[src/common/dsc_map.svh]
// Command codes, characters, reset values and timing counts for the command handler
`ifndef DSC_MAP_SVH
`define DSC_MAP_SVH
`define DSC_CMD_RD_DUAL     8'h75
`define DSC_CMD_WR_DUAL     8'h55
`define DSC_CMD_RD_SINGLE   8'h76
`define DSC_CMD_WR_SINGLE   8'h56
`define DSC_CMD_RESET       8'h58
`define DSC_CMD_RD_SLEEP    8'h79
`define DSC_CMD_WR_SLEEP    8'h59
`define DSC_CMD_SLEEP       8'h5a
`define DSC_CMD_RD_MOTION   8'h61
`define DSC_CH_YES          8'h59
`define DSC_CH_NO           8'h4e
`define DSC_CH_ALL          8'h41
`define DSC_CH_PLUS         8'h2b
`define DSC_CH_MINUS        8'h2d
`define DSC_CH_MOTION       8'h4d
`define DSC_CH_ACK          8'h06
`define DSC_CH_NACK         8'h15
`define DSC_CH_DIGIT1       8'h31
`define DSC_RST_SLEEP_TIME  8'h00
`define DSC_CLK_HZ          25000000
`define DSC_TIMEOUT_MS      2500
`define DSC_TIMEOUT_CYC     ((`DSC_CLK_HZ / 1000) * `DSC_TIMEOUT_MS)
`define DSC_SECOND_CYC      (`DSC_CLK_HZ)
`endif

[src/common/dsc_pkg.sv]
// Types shared by the command handler
package dsc_pkg;
  typedef enum logic [1:0] {
    DSC_DIR_OFF,
    DSC_DIR_PLUS,
    DSC_DIR_MINUS
  } dsc_dir_type;
  typedef enum logic [2:0] {
    DSC_ST_IDLE,
    DSC_ST_ARG,
    DSC_ST_CONFIRM,
    DSC_ST_SLEEP
  } dsc_state_type;
endpackage : dsc_pkg

[src/logic/dsc_cmd.sv]
// Serial command handler: direction modes, module reset and sleep
// How it works
// (RQ1) Write-dual 0x55 takes one argument, Y enables, N disables dual reporting.
// (RQ2) Dual enabled: motion reply and unsolicited report carry + or -.
// (RQ3) Read-single 0x76 replies A when filter off, else + or -.
// (RQ4) Write-single 0x56 argument: A off, + or - restricts direction.
// (RQ5) Single direction: motion reply Y only for chosen direction, else N.
// (RQ6) Reset 0x58 answers ACK, then awaits digits 1,2,3,4.
// (RQ7) Correct reset confirmation: ACK, then all settings return to defaults.
// (RQ8) Wrong digit or inactivity timeout on reset: NACK, request dropped.
// (RQ9) Read-sleep returns the stored sleep seconds 0 to 255.
// (RQ10) Write-sleep stores 0 to 255 seconds; zero disables the timer.
// (RQ11) Timer disabled: wake only on sleep pin edge or serial character.
// (RQ12) Sleep 0x5A: ACK, digits 1-4, ACK, sleep for stored seconds.
// (RQ13) Wrong sleep confirmation or timeout: NACK, stay awake.
// (RQ14) Wake on expiry, pin edge or character; waking character discarded.
// (RQ15) Unsolicited mode enabled: send M on each motion event. The code reports only in idle, with tx_busy low and no character taken.
// (RQ16) Write-sleep decoded as 0x59; digits matched as ASCII 1 to 4.
// (RQ17) Waking character discarded by default, optionally executed.
`timescale 1ns/1ns
`include "dsc_map.svh"
module dsc_cmd #(
  parameter int TIMEOUT_CYC = `DSC_TIMEOUT_CYC,
  parameter int SECOND_CYC  = `DSC_SECOND_CYC
) (
  input  wire logic       clk_in,
  input  wire logic       resetn_in,
  input  wire logic       rx_valid_in,
  input  wire logic [7:0] rx_data_in,
  input  wire logic       tx_ready_in,
  output logic            tx_valid_out,
  output logic      [7:0] tx_data_out,
  input  wire logic       motion_in,
  input  wire logic       motion_dir_in,
  input  wire logic       unsolicited_en_in,
  input  wire logic       wake_on_char_exec_in,
  input  wire logic       sleep_wake_pin_in,
  output logic            motion_status_out,
  output logic            dual_en_out,
  output dsc_pkg::dsc_dir_type single_dir_out,
  output logic      [7:0] sleep_time_out,
  output logic            sleep_out
);
  import dsc_pkg::*;

  dsc_state_type state;
  logic [7:0]    arg_cmd;
  logic [1:0]    digit_idx;
  logic          reset_pending;
  logic          dual_en;
  dsc_dir_type   single_dir;
  logic [7:0]    sleep_time;
  logic [31:0]   idle_cnt;
  logic [31:0]   sec_cnt;
  logic [7:0]    sec_left;
  logic          pin_q;
  logic          motion_seen;
  logic          motion_plus;
  logic          soft_reset;
  logic          tx_busy;
  logic          tx_load;
  logic [7:0]    next_tx;
  logic          pin_edge;
  logic          motion_ok;
  logic          take;
  logic          wake;
  logic          wake_exec;
  dsc_state_type dec_state;

  // Motion counts only in the selected direction; with the filter off both directions count
  function automatic logic dir_match(input dsc_dir_type d, input logic plus);
    dir_match = (d == DSC_DIR_OFF) || ((d == DSC_DIR_PLUS) == plus);
  endfunction : dir_match

  function automatic logic [7:0] dir_char(input logic plus);
    dir_char = plus ? `DSC_CH_PLUS : `DSC_CH_MINUS;
  endfunction : dir_char

  // Commands followed by one argument character
  function automatic logic is_arg_cmd(input logic [7:0] c);
    is_arg_cmd = c == `DSC_CMD_WR_DUAL || c == `DSC_CMD_WR_SINGLE ||
                 c == `DSC_CMD_WR_SLEEP;
  endfunction : is_arg_cmd

  function automatic logic is_confirm_cmd(input logic [7:0] c);
    is_confirm_cmd = c == `DSC_CMD_RESET || c == `DSC_CMD_SLEEP;
  endfunction : is_confirm_cmd

  assign pin_edge  = sleep_wake_pin_in != pin_q;
  assign motion_ok = motion_in && dir_match(single_dir, motion_dir_in); // [RQ5]
  assign take      = rx_valid_in && !tx_busy;
  assign wake_exec = take && wake_on_char_exec_in && state == DSC_ST_SLEEP;
  assign dec_state = (state == DSC_ST_SLEEP) ? DSC_ST_IDLE : state;
  assign wake      = (state == DSC_ST_SLEEP) && (pin_edge || rx_valid_in ||
                     (sleep_time != 8'h00 && sec_left == 8'h00 && sec_cnt == 32'h0)); // [RQ14]

  assign tx_valid_out      = tx_busy;
  assign dual_en_out       = dual_en;
  assign single_dir_out    = single_dir;
  assign sleep_time_out    = sleep_time;
  assign sleep_out         = state == DSC_ST_SLEEP;
  assign motion_status_out = motion_seen;

  // Command decode and reply selection
  always_comb begin
    tx_load = 1'b0;
    next_tx = 8'h00;
    if (take && (state != DSC_ST_SLEEP || wake_on_char_exec_in)) begin // [RQ17]
      tx_load = 1'b1;
      unique case (dec_state)
        DSC_ST_IDLE: begin
          unique case (rx_data_in)
            `DSC_CMD_RD_DUAL: next_tx = dual_en ? `DSC_CH_YES : `DSC_CH_NO;
            `DSC_CMD_RD_SINGLE: next_tx = (single_dir == DSC_DIR_OFF) ? `DSC_CH_ALL :
                                dir_char(single_dir == DSC_DIR_PLUS); // [RQ3]
            `DSC_CMD_RD_SLEEP: next_tx = sleep_time; // [RQ9]
            `DSC_CMD_RD_MOTION: next_tx = !motion_seen ? `DSC_CH_NO :
                                dual_en ? dir_char(motion_plus) : `DSC_CH_YES; // [RQ2] [RQ5]
            `DSC_CMD_RESET, `DSC_CMD_SLEEP: next_tx = `DSC_CH_ACK; // [RQ6] [RQ12]
            default: tx_load = 1'b0;
          endcase
        end
        DSC_ST_ARG: tx_load = 1'b0;
        DSC_ST_CONFIRM: begin
          if (rx_data_in != `DSC_CH_DIGIT1 + {6'h00, digit_idx})
            next_tx = `DSC_CH_NACK; // [RQ8] [RQ13]
          else if (digit_idx == 2'd3)
            next_tx = `DSC_CH_ACK; // [RQ7] [RQ12]
          else
            tx_load = 1'b0;
        end
        default: tx_load = 1'b0;
      endcase
    end else if (state == DSC_ST_CONFIRM && !tx_busy && idle_cnt >= TIMEOUT_CYC) begin
      tx_load = 1'b1;
      next_tx = `DSC_CH_NACK; // [RQ8] [RQ13]
    end else if (motion_ok && unsolicited_en_in && !tx_busy && state == DSC_ST_IDLE) begin
      tx_load = 1'b1;
      next_tx = dual_en ? dir_char(motion_dir_in) : `DSC_CH_MOTION; // [RQ15] [RQ2]
    end
  end

  // Transmit holding register
  always_ff @(posedge clk_in or negedge resetn_in) begin
    if (!resetn_in) begin
      tx_busy     <= 1'b0;
      tx_data_out <= 8'h00;
    end else if (tx_load) begin
      tx_busy     <= 1'b1;
      tx_data_out <= next_tx;
    end else if (tx_ready_in) begin
      tx_busy <= 1'b0;
    end
  end

  // Command sequencing and sleep
  always_ff @(posedge clk_in or negedge resetn_in) begin
    if (!resetn_in) begin
      state         <= DSC_ST_IDLE;
      arg_cmd       <= 8'h00;
      digit_idx     <= 2'd0;
      reset_pending <= 1'b0;
      idle_cnt      <= 32'h0;
      sec_cnt       <= 32'h0;
      sec_left      <= 8'h00;
    end else begin
      unique case (state)
        DSC_ST_IDLE: if (take) begin
          if (is_arg_cmd(rx_data_in)) begin // [RQ16]
            state   <= DSC_ST_ARG;
            arg_cmd <= rx_data_in;
          end else if (is_confirm_cmd(rx_data_in)) begin
            state         <= DSC_ST_CONFIRM;
            reset_pending <= rx_data_in == `DSC_CMD_RESET;
            digit_idx     <= 2'd0;
            idle_cnt      <= 32'h0;
          end
        end
        DSC_ST_ARG: if (take) begin
          state <= DSC_ST_IDLE;
        end
        DSC_ST_CONFIRM: begin
          idle_cnt <= idle_cnt + 32'h1;
          if (take) begin
            idle_cnt  <= 32'h0;
            digit_idx <= digit_idx + 2'd1;
            if (rx_data_in != `DSC_CH_DIGIT1 + {6'h00, digit_idx}) begin
              state <= DSC_ST_IDLE; // [RQ8] [RQ13]
            end else if (digit_idx == 2'd3) begin
              state    <= reset_pending ? DSC_ST_IDLE : DSC_ST_SLEEP; // [RQ12]
              sec_left <= sleep_time;
              sec_cnt  <= SECOND_CYC - 1;
            end
          end else if (tx_load) begin
            state <= DSC_ST_IDLE;
          end
        end
        DSC_ST_SLEEP: begin
          if (sleep_time != 8'h00) begin // [RQ10] [RQ11]
            if (sec_cnt != 32'h0) begin
              sec_cnt <= sec_cnt - 32'h1;
            end else if (sec_left != 8'h00) begin
              sec_left <= sec_left - 8'h1;
              sec_cnt  <= (sec_left == 8'h1) ? 32'h0 : SECOND_CYC - 1;
            end
          end
          if (wake) begin
            state <= DSC_ST_IDLE; // [RQ14]
            // Waking character runs as a command only when enabled
            if (wake_exec && is_arg_cmd(rx_data_in)) begin // [RQ17]
              state   <= DSC_ST_ARG;
              arg_cmd <= rx_data_in;
            end else if (wake_exec && is_confirm_cmd(rx_data_in)) begin
              state         <= DSC_ST_CONFIRM;
              reset_pending <= rx_data_in == `DSC_CMD_RESET;
              digit_idx     <= 2'd0;
              idle_cnt      <= 32'h0;
            end
          end
        end
        default: state <= DSC_ST_IDLE;
      endcase
    end
  end

  // Settings; soft reset restores defaults on the same edge that loads the final ACK
  assign soft_reset = take && state == DSC_ST_CONFIRM && reset_pending && digit_idx == 2'd3 &&
                      rx_data_in == `DSC_CH_DIGIT1 + 8'h03; // [RQ7]

  always_ff @(posedge clk_in or negedge resetn_in) begin
    if (!resetn_in) begin
      dual_en    <= 1'b0;
      single_dir <= DSC_DIR_OFF;
      sleep_time <= `DSC_RST_SLEEP_TIME;
    end else if (soft_reset) begin
      dual_en    <= 1'b0;
      single_dir <= DSC_DIR_OFF;
      sleep_time <= `DSC_RST_SLEEP_TIME;
    end else if (take && state == DSC_ST_ARG) begin
      unique case (arg_cmd)
        `DSC_CMD_WR_DUAL: begin
          if (rx_data_in == `DSC_CH_YES) dual_en <= 1'b1; // [RQ1]
          else if (rx_data_in == `DSC_CH_NO) dual_en <= 1'b0;
        end
        `DSC_CMD_WR_SINGLE: begin
          if (rx_data_in == `DSC_CH_ALL) single_dir <= DSC_DIR_OFF; // [RQ4]
          else if (rx_data_in == `DSC_CH_PLUS) single_dir <= DSC_DIR_PLUS;
          else if (rx_data_in == `DSC_CH_MINUS) single_dir <= DSC_DIR_MINUS;
        end
        default: sleep_time <= rx_data_in; // [RQ10]
      endcase
    end
  end

  // Motion status and pin history
  always_ff @(posedge clk_in or negedge resetn_in) begin
    if (!resetn_in) begin
      motion_seen <= 1'b0;
      motion_plus <= 1'b0;
      pin_q       <= 1'b1;
    end else begin
      pin_q <= sleep_wake_pin_in;
      if (soft_reset) begin
        motion_seen <= 1'b0;
      end else if (motion_ok) begin
        motion_seen <= 1'b1;
        motion_plus <= motion_dir_in;
      end
    end
  end

  property p_confirm_ack;
    @(posedge clk_in) disable iff (!resetn_in)
      soft_reset |=> tx_busy && tx_data_out == `DSC_CH_ACK && !dual_en;
  endproperty
  a_confirm_ack: assert property (p_confirm_ack) else $error("reset confirm no ACK"); // [RQ7]

  property p_bad_digit;
    @(posedge clk_in) disable iff (!resetn_in)
      (take && state == DSC_ST_CONFIRM && rx_data_in != `DSC_CH_DIGIT1 + {6'h00, digit_idx})
      |=> tx_data_out == `DSC_CH_NACK && state == DSC_ST_IDLE;
  endproperty
  a_bad_digit: assert property (p_bad_digit) else $error("bad digit no NACK"); // [RQ8]

  property p_cmd_ack;
    @(posedge clk_in) disable iff (!resetn_in)
      (take && state == DSC_ST_IDLE && rx_data_in == `DSC_CMD_SLEEP)
      |=> tx_data_out == `DSC_CH_ACK && state == DSC_ST_CONFIRM;
  endproperty
  a_cmd_ack: assert property (p_cmd_ack) else $error("sleep cmd no ACK"); // [RQ12]

  property p_dual_write;
    @(posedge clk_in) disable iff (!resetn_in)
      (take && state == DSC_ST_ARG && arg_cmd == `DSC_CMD_WR_DUAL && rx_data_in == `DSC_CH_YES)
      |=> dual_en;
  endproperty
  a_dual_write: assert property (p_dual_write) else $error("dual not set"); // [RQ1]

  property p_sleep_store;
    @(posedge clk_in) disable iff (!resetn_in)
      (take && state == DSC_ST_ARG && arg_cmd == `DSC_CMD_WR_SLEEP)
      |=> sleep_time == $past(rx_data_in);
  endproperty
  a_sleep_store: assert property (p_sleep_store) else $error("sleep time lost"); // [RQ10]

  property p_wake;
    @(posedge clk_in) disable iff (!resetn_in)
      (state == DSC_ST_SLEEP && rx_valid_in && !tx_busy && !wake_on_char_exec_in) |=>
      state == DSC_ST_IDLE && !tx_busy;
  endproperty
  a_wake: assert property (p_wake) else $error("no wake on char"); // [RQ14]

  property p_wake_exec;
    @(posedge clk_in) disable iff (!resetn_in)
      (wake_exec && rx_data_in == `DSC_CMD_RD_SINGLE) |=> state == DSC_ST_IDLE && tx_busy;
  endproperty
  a_wake_exec: assert property (p_wake_exec) else $error("waking char not run"); // [RQ17]

  property p_single_reply;
    @(posedge clk_in) disable iff (!resetn_in)
      (take && state == DSC_ST_IDLE && rx_data_in == `DSC_CMD_RD_SINGLE &&
       single_dir == DSC_DIR_OFF) |=> tx_data_out == `DSC_CH_ALL;
  endproperty
  a_single_reply: assert property (p_single_reply) else $error("single read wrong"); // [RQ3]

  property p_unsol;
    @(posedge clk_in) disable iff (!resetn_in)
      (motion_ok && unsolicited_en_in && !tx_busy && state == DSC_ST_IDLE && !rx_valid_in &&
       !dual_en) |=> tx_data_out == `DSC_CH_MOTION;
  endproperty
  a_unsol: assert property (p_unsol) else $error("no M report"); // [RQ15]

  c_sleep: cover property (@(posedge clk_in) state == DSC_ST_CONFIRM ##[1:20] state == DSC_ST_SLEEP);
  c_reset: cover property (@(posedge clk_in) soft_reset);
  c_nack:  cover property (@(posedge clk_in) tx_load && next_tx == `DSC_CH_NACK);
  c_wexec: cover property (@(posedge clk_in) wake_exec);
endmodule : dsc_cmd

[config.mk]
export PLATFORM = sky130hd
export DESIGN_NAME = dsc_cmd
export DESIGN_NICKNAME = d
export VERILOG_FILES = /design/src/common/dsc_pkg.sv /design/src/logic/dsc_cmd.sv
export VERILOG_INCLUDE_DIRS = /design/src /design/src/common
export SDC_FILE = /design/constraint.sdc
export NUM_CORES = 1
export LEC_CHECK = 0
export BUFFER_PORTS_ARGS = -buffer_cell sky130_fd_sc_hd__buf_2
export CAP_MARGIN = 30
export CORE_MARGIN = 5
export CORE_UTILIZATION = 60
export CTS_CLUSTER_DIAMETER = 40
export DETAILED_ROUTE_END_ITERATION = 8
export HOLD_SLACK_MARGIN = 0.03
export MAX_ROUTING_LAYER = met4
export PLACE_DENSITY = 0.79
export SLEW_MARGIN = 20
export SYNTH_ARGS = -nofsm -noshare
export SYNTH_HDL_FRONTEND = slang
export SYNTH_SLANG_ARGS = --single-unit
[constraint.sdc]
create_clock -name clk_in -period 2.96 [get_ports clk_in]
set_input_delay 0 -clock clk_in [delete_from_list [all_inputs] [get_ports clk_in]]
set_output_delay 0 -clock clk_in [all_outputs]
set_load 0.1 [all_outputs]
### After elaboration in Yosys (flattened, before gate mapping)

Index checks and enable logic that the tools add are counted.

* register bits after elaboration: 109
* input port bits: 17
* output and inout bits: 22
* logic and storage cells: 226

* $add $sub $neg: 5
* order comparisons: 1
* equality and inequality tests: 47
* muxes and demuxes: 97
* bitwise gates (word level): 1
* reductions and logical operators: 60

Operator list (number)
* two-way mux 32 bit: 13
* two-way mux 8 bit: 14
* equality test 8 x 7 -> 1 bit (second input constant): 13
* one-hot mux 32 bit (3 select lines): 1
* one-hot mux 32 bit (2 select lines): 1
* one-hot mux 8 bit (2 select lines): 3
* two-way mux 3 bit: 14
* two-way mux 7 bit: 6
* one-hot mux 8 bit (5 select lines): 1
* adder 32 x 1 -> 32 bit (second input constant): 1
* >= comparator 32 x 26 -> 1 bit (second input constant): 1
* logical NOT 32 bit: 1
* two-way mux 2 bit: 16
* nonzero test 32 bit: 1
* subtractor 32 x 1 -> 32 bit (second input constant): 1
* two-way mux 25 bit: 1
* equality test 8 x 6 -> 1 bit (second input constant): 3
* two-way mux 1 bit: 21
* AND reduction 7 bit: 3
* logical AND 1 bit: 20
* != test 2 x 1 -> 1 bit (second input constant): 8
* != test 2 bit (second input constant): 8
* nonzero test 8 bit: 2
* nonzero test 2 bit: 7
* 34 further kinds: 51

### Logic depth before layout (Yosys ltp)

Gate-level depths: netlist of run 1.

* word-level depth: 13
* depth in mapped cells: 10
* mapped depth without buffers: 8

### Least setup slack after synthesis of run 1

OpenSTA, ideal clock, no wires.

* path type: reg2reg
* from: register state[0]
* to: register state[0]
* library setup time: 125 ps
* arrival time: 2823 ps
* data required time: 2835 ps
* path slack: 13 ps
* stages on the path, launching flop included: 7
* buffers on the path: 0
* clock period less this slack: 2947 ps
* path through: dfrtp_1 > ha_1 > nor2b_1 > nor2_1 > nor4_1 > o311ai_0 > mux2_2

* cells in the longest elaborated chain, start to end: 7
* elaborated cells on any way between the ends: 30
* those cells by class: eq/ne (11); mux (8); reduce/logical (11)

Ends and longest elaborated chain
* start: declaration: RTL line dsc_cmd.sv:46 `dsc_state_type state;`
* start signal: assignment: RTL line dsc_cmd.sv:190 `state <= reset_pending ? DSC_ST_IDLE : DSC_ST_SLEEP;`
* equality test 3 x 2 -> 1 bit (*)
* net sleep_out: RTL line dsc_cmd.sv:42 `output logic sleep_out`
* two-way mux 3 bit: RTL line dsc_cmd.sv:93 `assign dec_state = (state == DSC_ST_SLEEP) ? DSC_ST_IDLE : state;`
* equality test 3 x 2 -> 1 bit / logical NOT 3 bit (equally long branches): RTL line dsc_cmd.sv:110 `unique case (dec_state)`
* one-hot mux 1 bit (2 select lines): RTL line dsc_cmd.sv:110
* two-way mux 1 bit: RTL line dsc_cmd.sv:108 `if (take && (state != DSC_ST_SLEEP || wake_on_char_exec_in)) begin`
* != test 3 bit (no line)
* AND reduction 6 bit (no line)

The timed path passes the listed nets; every way through them passes the cells marked *. The select of a mux whose other input is x is not followed.
A chain may end at the register's enable or synchronous reset.

### Final worst setup path of run 1

* from: register digit_idx[0]
* to: register sec_cnt[15]

* cells in the longest elaborated chain, start to end: 4
* elaborated cells on any way between the ends: 6
* those cells by class: add/sub (1); eq/ne (4); reduce/logical (1)

Ends and longest elaborated chain
* start: declaration: RTL line dsc_cmd.sv:48 `logic [1:0] digit_idx;`
* start signal: assignment: RTL line dsc_cmd.sv:186 `digit_idx <= digit_idx + 2'd1;`
* adder 6 x 2 -> 7 bit (no line)
* != test 8 x 7 -> 1 bit: RTL line dsc_cmd.sv:187 `` if (rx_data_in != `DSC_CH_DIGIT1 + {6'h00, digit_idx}) begin ``
* != test 2 bit (no line)
* AND reduction 6 bit (no line) (*)
* end signal: assignment: RTL line dsc_cmd.sv:192 `sec_cnt <= SECOND_CYC - 1;`
* end signal: assignment: RTL line dsc_cmd.sv:201 `sec_cnt <= sec_cnt - 32'h1;`
* end signal: assignment: RTL line dsc_cmd.sv:204 `sec_cnt <= (sec_left == 8'h1) ? 32'h0 : SECOND_CYC - 1;`
* end: declaration: RTL line dsc_cmd.sv:54 `logic [31:0] sec_cnt;`

Every way passes the cells marked *; elsewhere a longest branch is shown, timed or not.

==> impl_metrics.ini, run 1 <==
[outcome]
outcome = finished, final reports clean

[clock_network]
htree_num_levels = 3
cts_root_buffer = sky130_fd_sc_hd__clkbuf_8
cts_sinks = 108
tritoncts = yes
worst_skew_pair.late_latency_ns = 0.40
cts_inserted_buffers = 9
cts_max_path_buffers = 2
clk_pin_slew_ns = 0.11

[route]
drt_iter0_markers = 930
drt_pre_antenna_iters = 6
number_of_design_rule_violations_left_after_detail_routing = 0
routed_vias_inst = 6.541
wl_um = 17740
detailroute.via_count = 6482
routed_wire_length_per_instance_um = 17.90
ant_nets = 0

[grt]
overflow = 0
via_count_of_the_first_global_routing_pass = 6125
number_of_antenna_violations_at_the_first_check_in_global_routing = 0
wire_length_of_the_first_global_routing_pass_um = 29650
grt_start_max_net_pins = 63
grt_use_total_pct = 28.30

[sta]
setup_viol_count_final = 0
final_period_minus_worst_setup_slack_ns = 2.788
final-max-slew-violation-count = 0
skew_ns = 0.01239
post-route-worst-setup-slack_ns = 0.1716
final-hold-violation-count = 0
totalNegativeSetupSlack_ns = 0
fin_crit_sh_pct = 94.20
slew-limit-headroom_pct = 33.20
holdWs_ns = 0.06792
worst-slew-pin-transition_ns = 1.002
grt_setup_unrepaired = no
max_clock_freq_mhz = 358.6

[synthesis]
warnings_from_yosys = 0
yosysTopAreaCell = sky130_fd_sc_hd__dfrtp_1
synth.net_count = 813
synth_flop_cell = sky130_fd_sc_hd__dfrtp_1
edff_count_synth = 0
synth.top_cell.area_share_pct = 40.13
yosys_register_bits = 108
mappedNetlistArea_sq_um = 6673
ys_types = 76
avgSynthCellArea_sq_um = 8.511
async_reset_ff_share_pct = 100.0
post_synth_main_area_contributors = sky130_fd_sc_hd__dfrtp_1 (40%), sky130_fd_sc_hd__o21ai_0 (6.7%), sky130_fd_sc_hd__nor2_1 (4.8%)
yosysSeqAreaShare_pct = 40.52
netlist_instances = 784

[floorplanning]
design.portCount = 39
initial_core_util_pct = 61.28
fp.coreArea_sq_um = 10890
die_area_sq_um = 13330
core.rowCount = 38
die-height_um = 115.5
die_x_um = 115.5

[placed_design]
post-dp-hpwl_um = 12600
pre_cts_setup_slack_ns = 0.03931
standard_cell_area_after_detailed_placement_sq_um = 7144
buffer_ports.inserted = 38
finalWeightedCongestion = 0.9377
placed_cells = 961

[final_layout]
instances_no_fill = 991
post_route_cells_drive_above_1_share_pct = 14.00
post_route_cell_area_sq_um = 7472
area_delta_synth_final_pct = 11.98
fin_nets = 874

[setup_path]
path_cells = ha_1 > xnor2_1 > nand3_1 > o41ai_4 > o211a_1 > nand3_2 > o41ai_2
critical_path_sink_type = flop
setup.reg_to_reg.worst_slack_ns = 0.17
critPathLaunchType = flop
cp_data_required_time_ns = 3.24
max_stage_delay_ns = 0.48
slowest_cell_on_crit_path = sky130_fd_sc_hd__o41ai_4
cell_class_contributing_the_biggest_share_of_worst_path_delay = compound AO/OA/AOI/OAI gates
criticalPathCategory = flop to flop
cp.buffers_inverters = 0
critical_path_peak_fanout = 9
arrival_ns = 3.07

[pwr]
powerDensity_nw_per_um2 = 624.7
ir_worst_vdd_uv = 859.2
p_leak_nw = 3.085

[worst_hold_path]
worst_hold_path_class = input port to flop

[job]
drv.max_cap_violation_count = 0
layout by cell type (no fill, tap or decap), drive strengths merged, types with 3 or more instances in the layout:
master       instances
and3                13
a21oi               38
dfrtp              107
and4                 4
nand3               35
o41ai                6
o21ai               90
nand2b               9
nor2                85
or4                 10
o311ai               3
or3                  9
mux2                 8
nor3b                3
nor4                19
clkbuf               9
inv                 36
o2bb2ai              3
ha                  12
o32a                 3
nor4b                5
xnor2               11
a21o                 4
xor2                 8
nand4               21
a211oi               4
mux2i                6
and2                 5
dlygate4sd3         13
nand2               65
buf                 72
a31oi               21
nor2b                7
o211ai               5
nor4bb               3
a32o                 5
o31ai               13
nor3                34
nand3b               4
path summary, 6_finish.rpt:
kind,from,to,depth (start not counted)
worst max-delay path,digit_idx[0],sec_cnt[15],7
worst min-delay path,rx_data_in[2],sleep_time_out[2],3
worst max register to register,digit_idx[0],sec_cnt[15],7
worst min register to register,arg_cmd[6],arg_cmd[6],1
max in group asynchronous,resetn_in,pin_q,3
min in group asynchronous,resetn_in,sec_cnt[12],2
sequential cells by signal (all words and copies together), names as in the netlist:
| register | flops |
|---|---|
| idle_cnt | 32 |
| sec_cnt | 32 |
| arg_cmd | 8 |
| sec_left | 8 |
| sleep_time_out | 8 |
| tx_data_out | 8 |
| digit_idx | 2 |
| single_dir_out | 2 |
| state | 2 |
| dual_en_out | 1 |
| motion_plus | 1 |
| motion_status_out | 1 |
| pin_q | 1 |
| reset_pending | 1 |
| tx_valid_out | 1 |
stage by stage:
step                      power [W]  utilization (%)
after detailed placement   0.003772            65.62
after floorplan            0.003250                -
after global placement     0.003696            65.62
after global routing       0.004933            68.60
after CTS                  0.004659            68.56
final                      0.004668            68.63
power by group:
group	leakage (nW)	internal, W	total (W)	switching, W
Combinational	1.63	0.000561	0.00195	0.00139
Clock	0.0868	0.000318	0.000875	0.000557
Sequential	1.36	0.00164	0.00184	0.000197
metal layers:
layer / share of wire [%] / up-vias / track usage (%) / wire length, um
met4: 2.3 / 0 / 8.372 / 403
met1: 43 / 3103 / 37.14 / 7595
met2: 48 / 280 / 44.60 / 8531
met5: 0 / - / - / 0
li1: - / 3043 / - / -
met3: 6.8 / 56 / 5.953 / 1211
synthesized netlist by cell type, types with 5 or more instances:
| library cell | instances |
|---|---|
| sky130_fd_sc_hd__o21ai_0 | 89 |
| sky130_fd_sc_hd__nor2_1 | 85 |
| sky130_fd_sc_hd__dfrtp_1 | 107 |
| sky130_fd_sc_hd__nand2b_1 | 8 |
| sky130_fd_sc_hd__o31ai_1 | 12 |
| sky130_fd_sc_hd__and3_1 | 13 |
| sky130_fd_sc_hd__a21oi_1 | 38 |
| sky130_fd_sc_hd__nor4b_1 | 5 |
| sky130_fd_sc_hd__and2_1 | 5 |
| sky130_fd_sc_hd__buf_2 | 7 |
| sky130_fd_sc_hd__or4_1 | 9 |
| sky130_fd_sc_hd__mux2i_1 | 6 |
| sky130_fd_sc_hd__ha_1 | 12 |
| sky130_fd_sc_hd__mux2_2 | 8 |
| sky130_fd_sc_hd__inv_1 | 32 |
| sky130_fd_sc_hd__nand2_1 | 65 |
| sky130_fd_sc_hd__nor3_1 | 33 |
| sky130_fd_sc_hd__xnor2_1 | 11 |
| sky130_fd_sc_hd__nand4_1 | 21 |
| sky130_fd_sc_hd__xor2_1 | 8 |
| sky130_fd_sc_hd__clkbuf_1 | 24 |
| sky130_fd_sc_hd__or3_1 | 8 |
| sky130_fd_sc_hd__nor2b_1 | 7 |
| sky130_fd_sc_hd__nor4_1 | 17 |
| sky130_fd_sc_hd__nand3_1 | 35 |
| sky130_fd_sc_hd__o41ai_1 | 5 |
| sky130_fd_sc_hd__a32o_1 | 5 |
| sky130_fd_sc_hd__a31oi_1 | 20 |
tightest hold or removal path, delay by kind of cell:
kind	cells	cell delay, ns
muxes	1	0.18
buffers and inverters	1	0.19
and+or+nand+nor	1	0.06
area by class of cell:
| class | instances | area, sq um |
|---|---|---|
| multi-input combinational | 608 | 3706 |
| clock buffer | 9 | 123.9 |
| antenna | 1 | 2.502 |
| fill | 874 | 3416 |
| timing repair buffer | 85 | 578.1 |
| inverter | 33 | 123.9 |
| clock inverter | 7 | 58.81 |
| tap | 140 | 175.2 |
| sequential | 108 | 2704 |
timing repair:
action                     in CTS  in global routing
gates resized for setup         1                  1
hold buffers                   13                  0
setup endpoints to repair       1                  5
buffers inserted                0                  0
hold endpoints to repair       74                  0
cells by family after synthesis:
family                   share of synthesized area [%]
buffers and inverters                            4.294
AO/OA/AOI/OAI                                    21.21
XOR/XNOR                                         2.494
AND/OR/NAND/NOR                                  26.98
flip-flops                                       40.52
adder cells (fa/ha/maj)                          2.250
multiplexers                                     2.250
(Power assumes the default switching activity.)
==> run 2, diff against run 1 <==
--- a/config.mk
+++ b/config.mk
@@ -9,12 +9,11 @@
 export BUFFER_PORTS_ARGS = -buffer_cell sky130_fd_sc_hd__buf_2
 export CAP_MARGIN = 30
 export CORE_MARGIN = 5
-export CORE_UTILIZATION = 60
+export CORE_UTILIZATION = 25
 export CTS_CLUSTER_DIAMETER = 40
 export DETAILED_ROUTE_END_ITERATION = 8
 export HOLD_SLACK_MARGIN = 0.03
 export MAX_ROUTING_LAYER = met4
-export PLACE_DENSITY = 0.79
 export SLEW_MARGIN = 20
 export SYNTH_ARGS = -nofsm -noshare
 export SYNTH_HDL_FRONTEND = slang
==> impl_metrics.ini, run 2 (synthesis gave the netlist of run 1 again) <==
[final_layout]
diodes = 0
post_route_cells_drive_above_1_share_pct = 13.93
area_delta_synth_final_pct = 17.06
filler_cell_count = 2756
most-common-layout-cells = sky130_fd_sc_hd__dfrtp_1 (107), sky130_fd_sc_hd__o21ai_0 (89), sky130_fd_sc_hd__nor2_1 (85), sky130_fd_sc_hd__nand2_1 (65), sky130_fd_sc_hd__a21oi_1 (38)
layout.cells.most_common = sky130_fd_sc_hd__dfrtp_1
fin_nets = 871
largest_registers = idle_cnt (32), sec_cnt (32)

[clock_network]
cts_sinks = 108
cts.repair_timing.setup_buffer_count = 0
clk_pin_slew_ns = 0.08
cts_max_path_buffers = 2
htree_num_levels = 3
cts_inserted_buffers = 9
cts_root_buffer = sky130_fd_sc_hd__clkbuf_16
worst_skew_pair.late_latency_ns = 0.37
tritoncts = yes

[grt]
grt_start_max_net_pins = 64
overflow = 0
number_of_antenna_violations_at_the_first_check_in_global_routing = 0
wire_length_of_the_first_global_routing_pass_um = 31680
via_count_of_the_first_global_routing_pass = 5985
grt_use_total_pct = 12.88

[route]
number_of_design_rule_violations_left_after_detail_routing = 0
ant_nets = 0
routed_wire_length_per_instance_um = 16.05
wl_um = 18970
detailroute.via_count = 6285
routed_vias_inst = 5.317
drt_iter0_markers = 553
drt_pre_antenna_iters = 5

[setup_path]
critical_path_peak_fanout = 26
criticalPathCategory = flop to flop
timing.reg2reg.worst_path_depth = 7
arrival_ns = 2.95
setup.reg_to_reg.worst_slack_ns = 0.27
cp_data_required_time_ns = 3.21
critPathLaunchType = flop
critical_path_sink_type = flop

[worst_hold_path]
worst_hold_path_class = input port to flop
min_path_cells = 4

[pwr]
p_leak_nw = 3.132
powerDensity_nw_per_um2 = 644.4
report.power.total_w = 0.005034
ir_worst_vdd_uv = 294.8

[floorplanning]
initial_core_util_pct = 25.46
die_x_um = 173.4
die-height_um = 173.4
design.portCount = 39
fp.coreArea_sq_um = 26210
die_area_sq_um = 30060
core.rowCount = 59

[sta]
worst-slew-pin-transition_ns = 0.7616
grt_setup_unrepaired = no
setup_viol_count_final = 0
final-max-slew-violation-count = 0
final-hold-violation-count = 0
fin_crit_sh_pct = 91.00
totalNegativeSetupSlack_ns = 0
final_period_minus_worst_setup_slack_ns = 2.694
slew-limit-headroom_pct = 48.84
skew_ns = 0.01805
max_clock_freq_mhz = 371.2

[outcome]
outcome = finished, final reports clean

[job]
drv.max_cap_violation_count = 0

[placed_design]
post-dp-hpwl_um = 13420
buffer_ports.inserted = 38
finalWeightedCongestion = 0.8482
## run 2: final timing paths
kind                                      start            to
max                                 sec_cnt[29]   sec_cnt[10]
min                        wake_on_char_exec_in  digit_idx[1]
max reg2reg                         sec_cnt[29]   sec_cnt[10]
min reg2reg                          arg_cmd[6]    arg_cmd[6]
max in group asynchronous             resetn_in  idle_cnt[15]
min in group asynchronous             resetn_in    sec_cnt[6]
## run 2: layout make-up
type                    instances  area, sq um  area share (%)
multi-input cells             608         3699           47.35
clock inverters                 7        80.08           1.025
clock buffers                   9        225.2           2.883
well taps                     335        419.2           5.366
repair buffers                 82        560.5           7.176
inverters                      33        123.9           1.586
flip-flops and latches        108         2704           34.61
## run 2: what timing repair did
| action | CTS | global route |
|---|---|---|
| endpoints found under the hold margin | 55 | 0 |
| gates resized for setup | 0 | 1 |
| setup endpoints to repair | 0 | 2 |
| hold buffers | 10 | 0 |
## run 2: report_power, final
part	switching, W	total, W	internal [W]
registers	0.000200	0.00185	0.00165
logic	0.00138	0.00194	0.000556
clock network	0.000647	0.00125	0.000604
## run 2: metal layers
| layer | track usage (%) | part of all wire (%) | up-vias |
|---|---|---|---|
| met5 | - | 0 | - |
| met3 | 2.356 | 4.5 | 16 |
| met1 | 17.53 | 48 | 3058 |
| li1 | - | - | 3026 |
| met2 | 19.82 | 46 | 185 |
| met4 | 3.392 | 1.4 | 0 |
## run 2: worst max-delay path, stage by stage (launching register included)
cell and delay (ns):
sky130_fd_sc_hd__dfrtp_1 0.42, sky130_fd_sc_hd__nor3_1 0.54, sky130_fd_sc_hd__and4_1 0.39, sky130_fd_sc_hd__nand3_1 0.23, sky130_fd_sc_hd__o211ai_2 0.25, sky130_fd_sc_hd__buf_4 0.30, sky130_fd_sc_hd__nor2_1 0.17, sky130_fd_sc_hd__a32o_1 0.29
## run 2: per-stage QoR
| stage | std cells | worst slack (ns) | utilization [%] | hold WS (ns) | cell area (sq um) |
|---|---|---|---|---|---|
| final | 1182 | 0.2664 | 29.81 | 0.1023 | 7811 |
| after global routing | 1182 | 0.05523 | 29.81 | 0.09211 | 7811 |
| after CTS | 1182 | 0.2505 | 29.79 | 0.08018 | 7806 |
| after detailed placement | 1156 | 0.2484 | 28.24 | 0.08530 | 7401 |
| after global placement | 1156 | 0.2884 | 28.24 | 0.08710 | 7401 |
| after floorplan | 784 | 0.01276 | - | -0.2956 | 6673 |
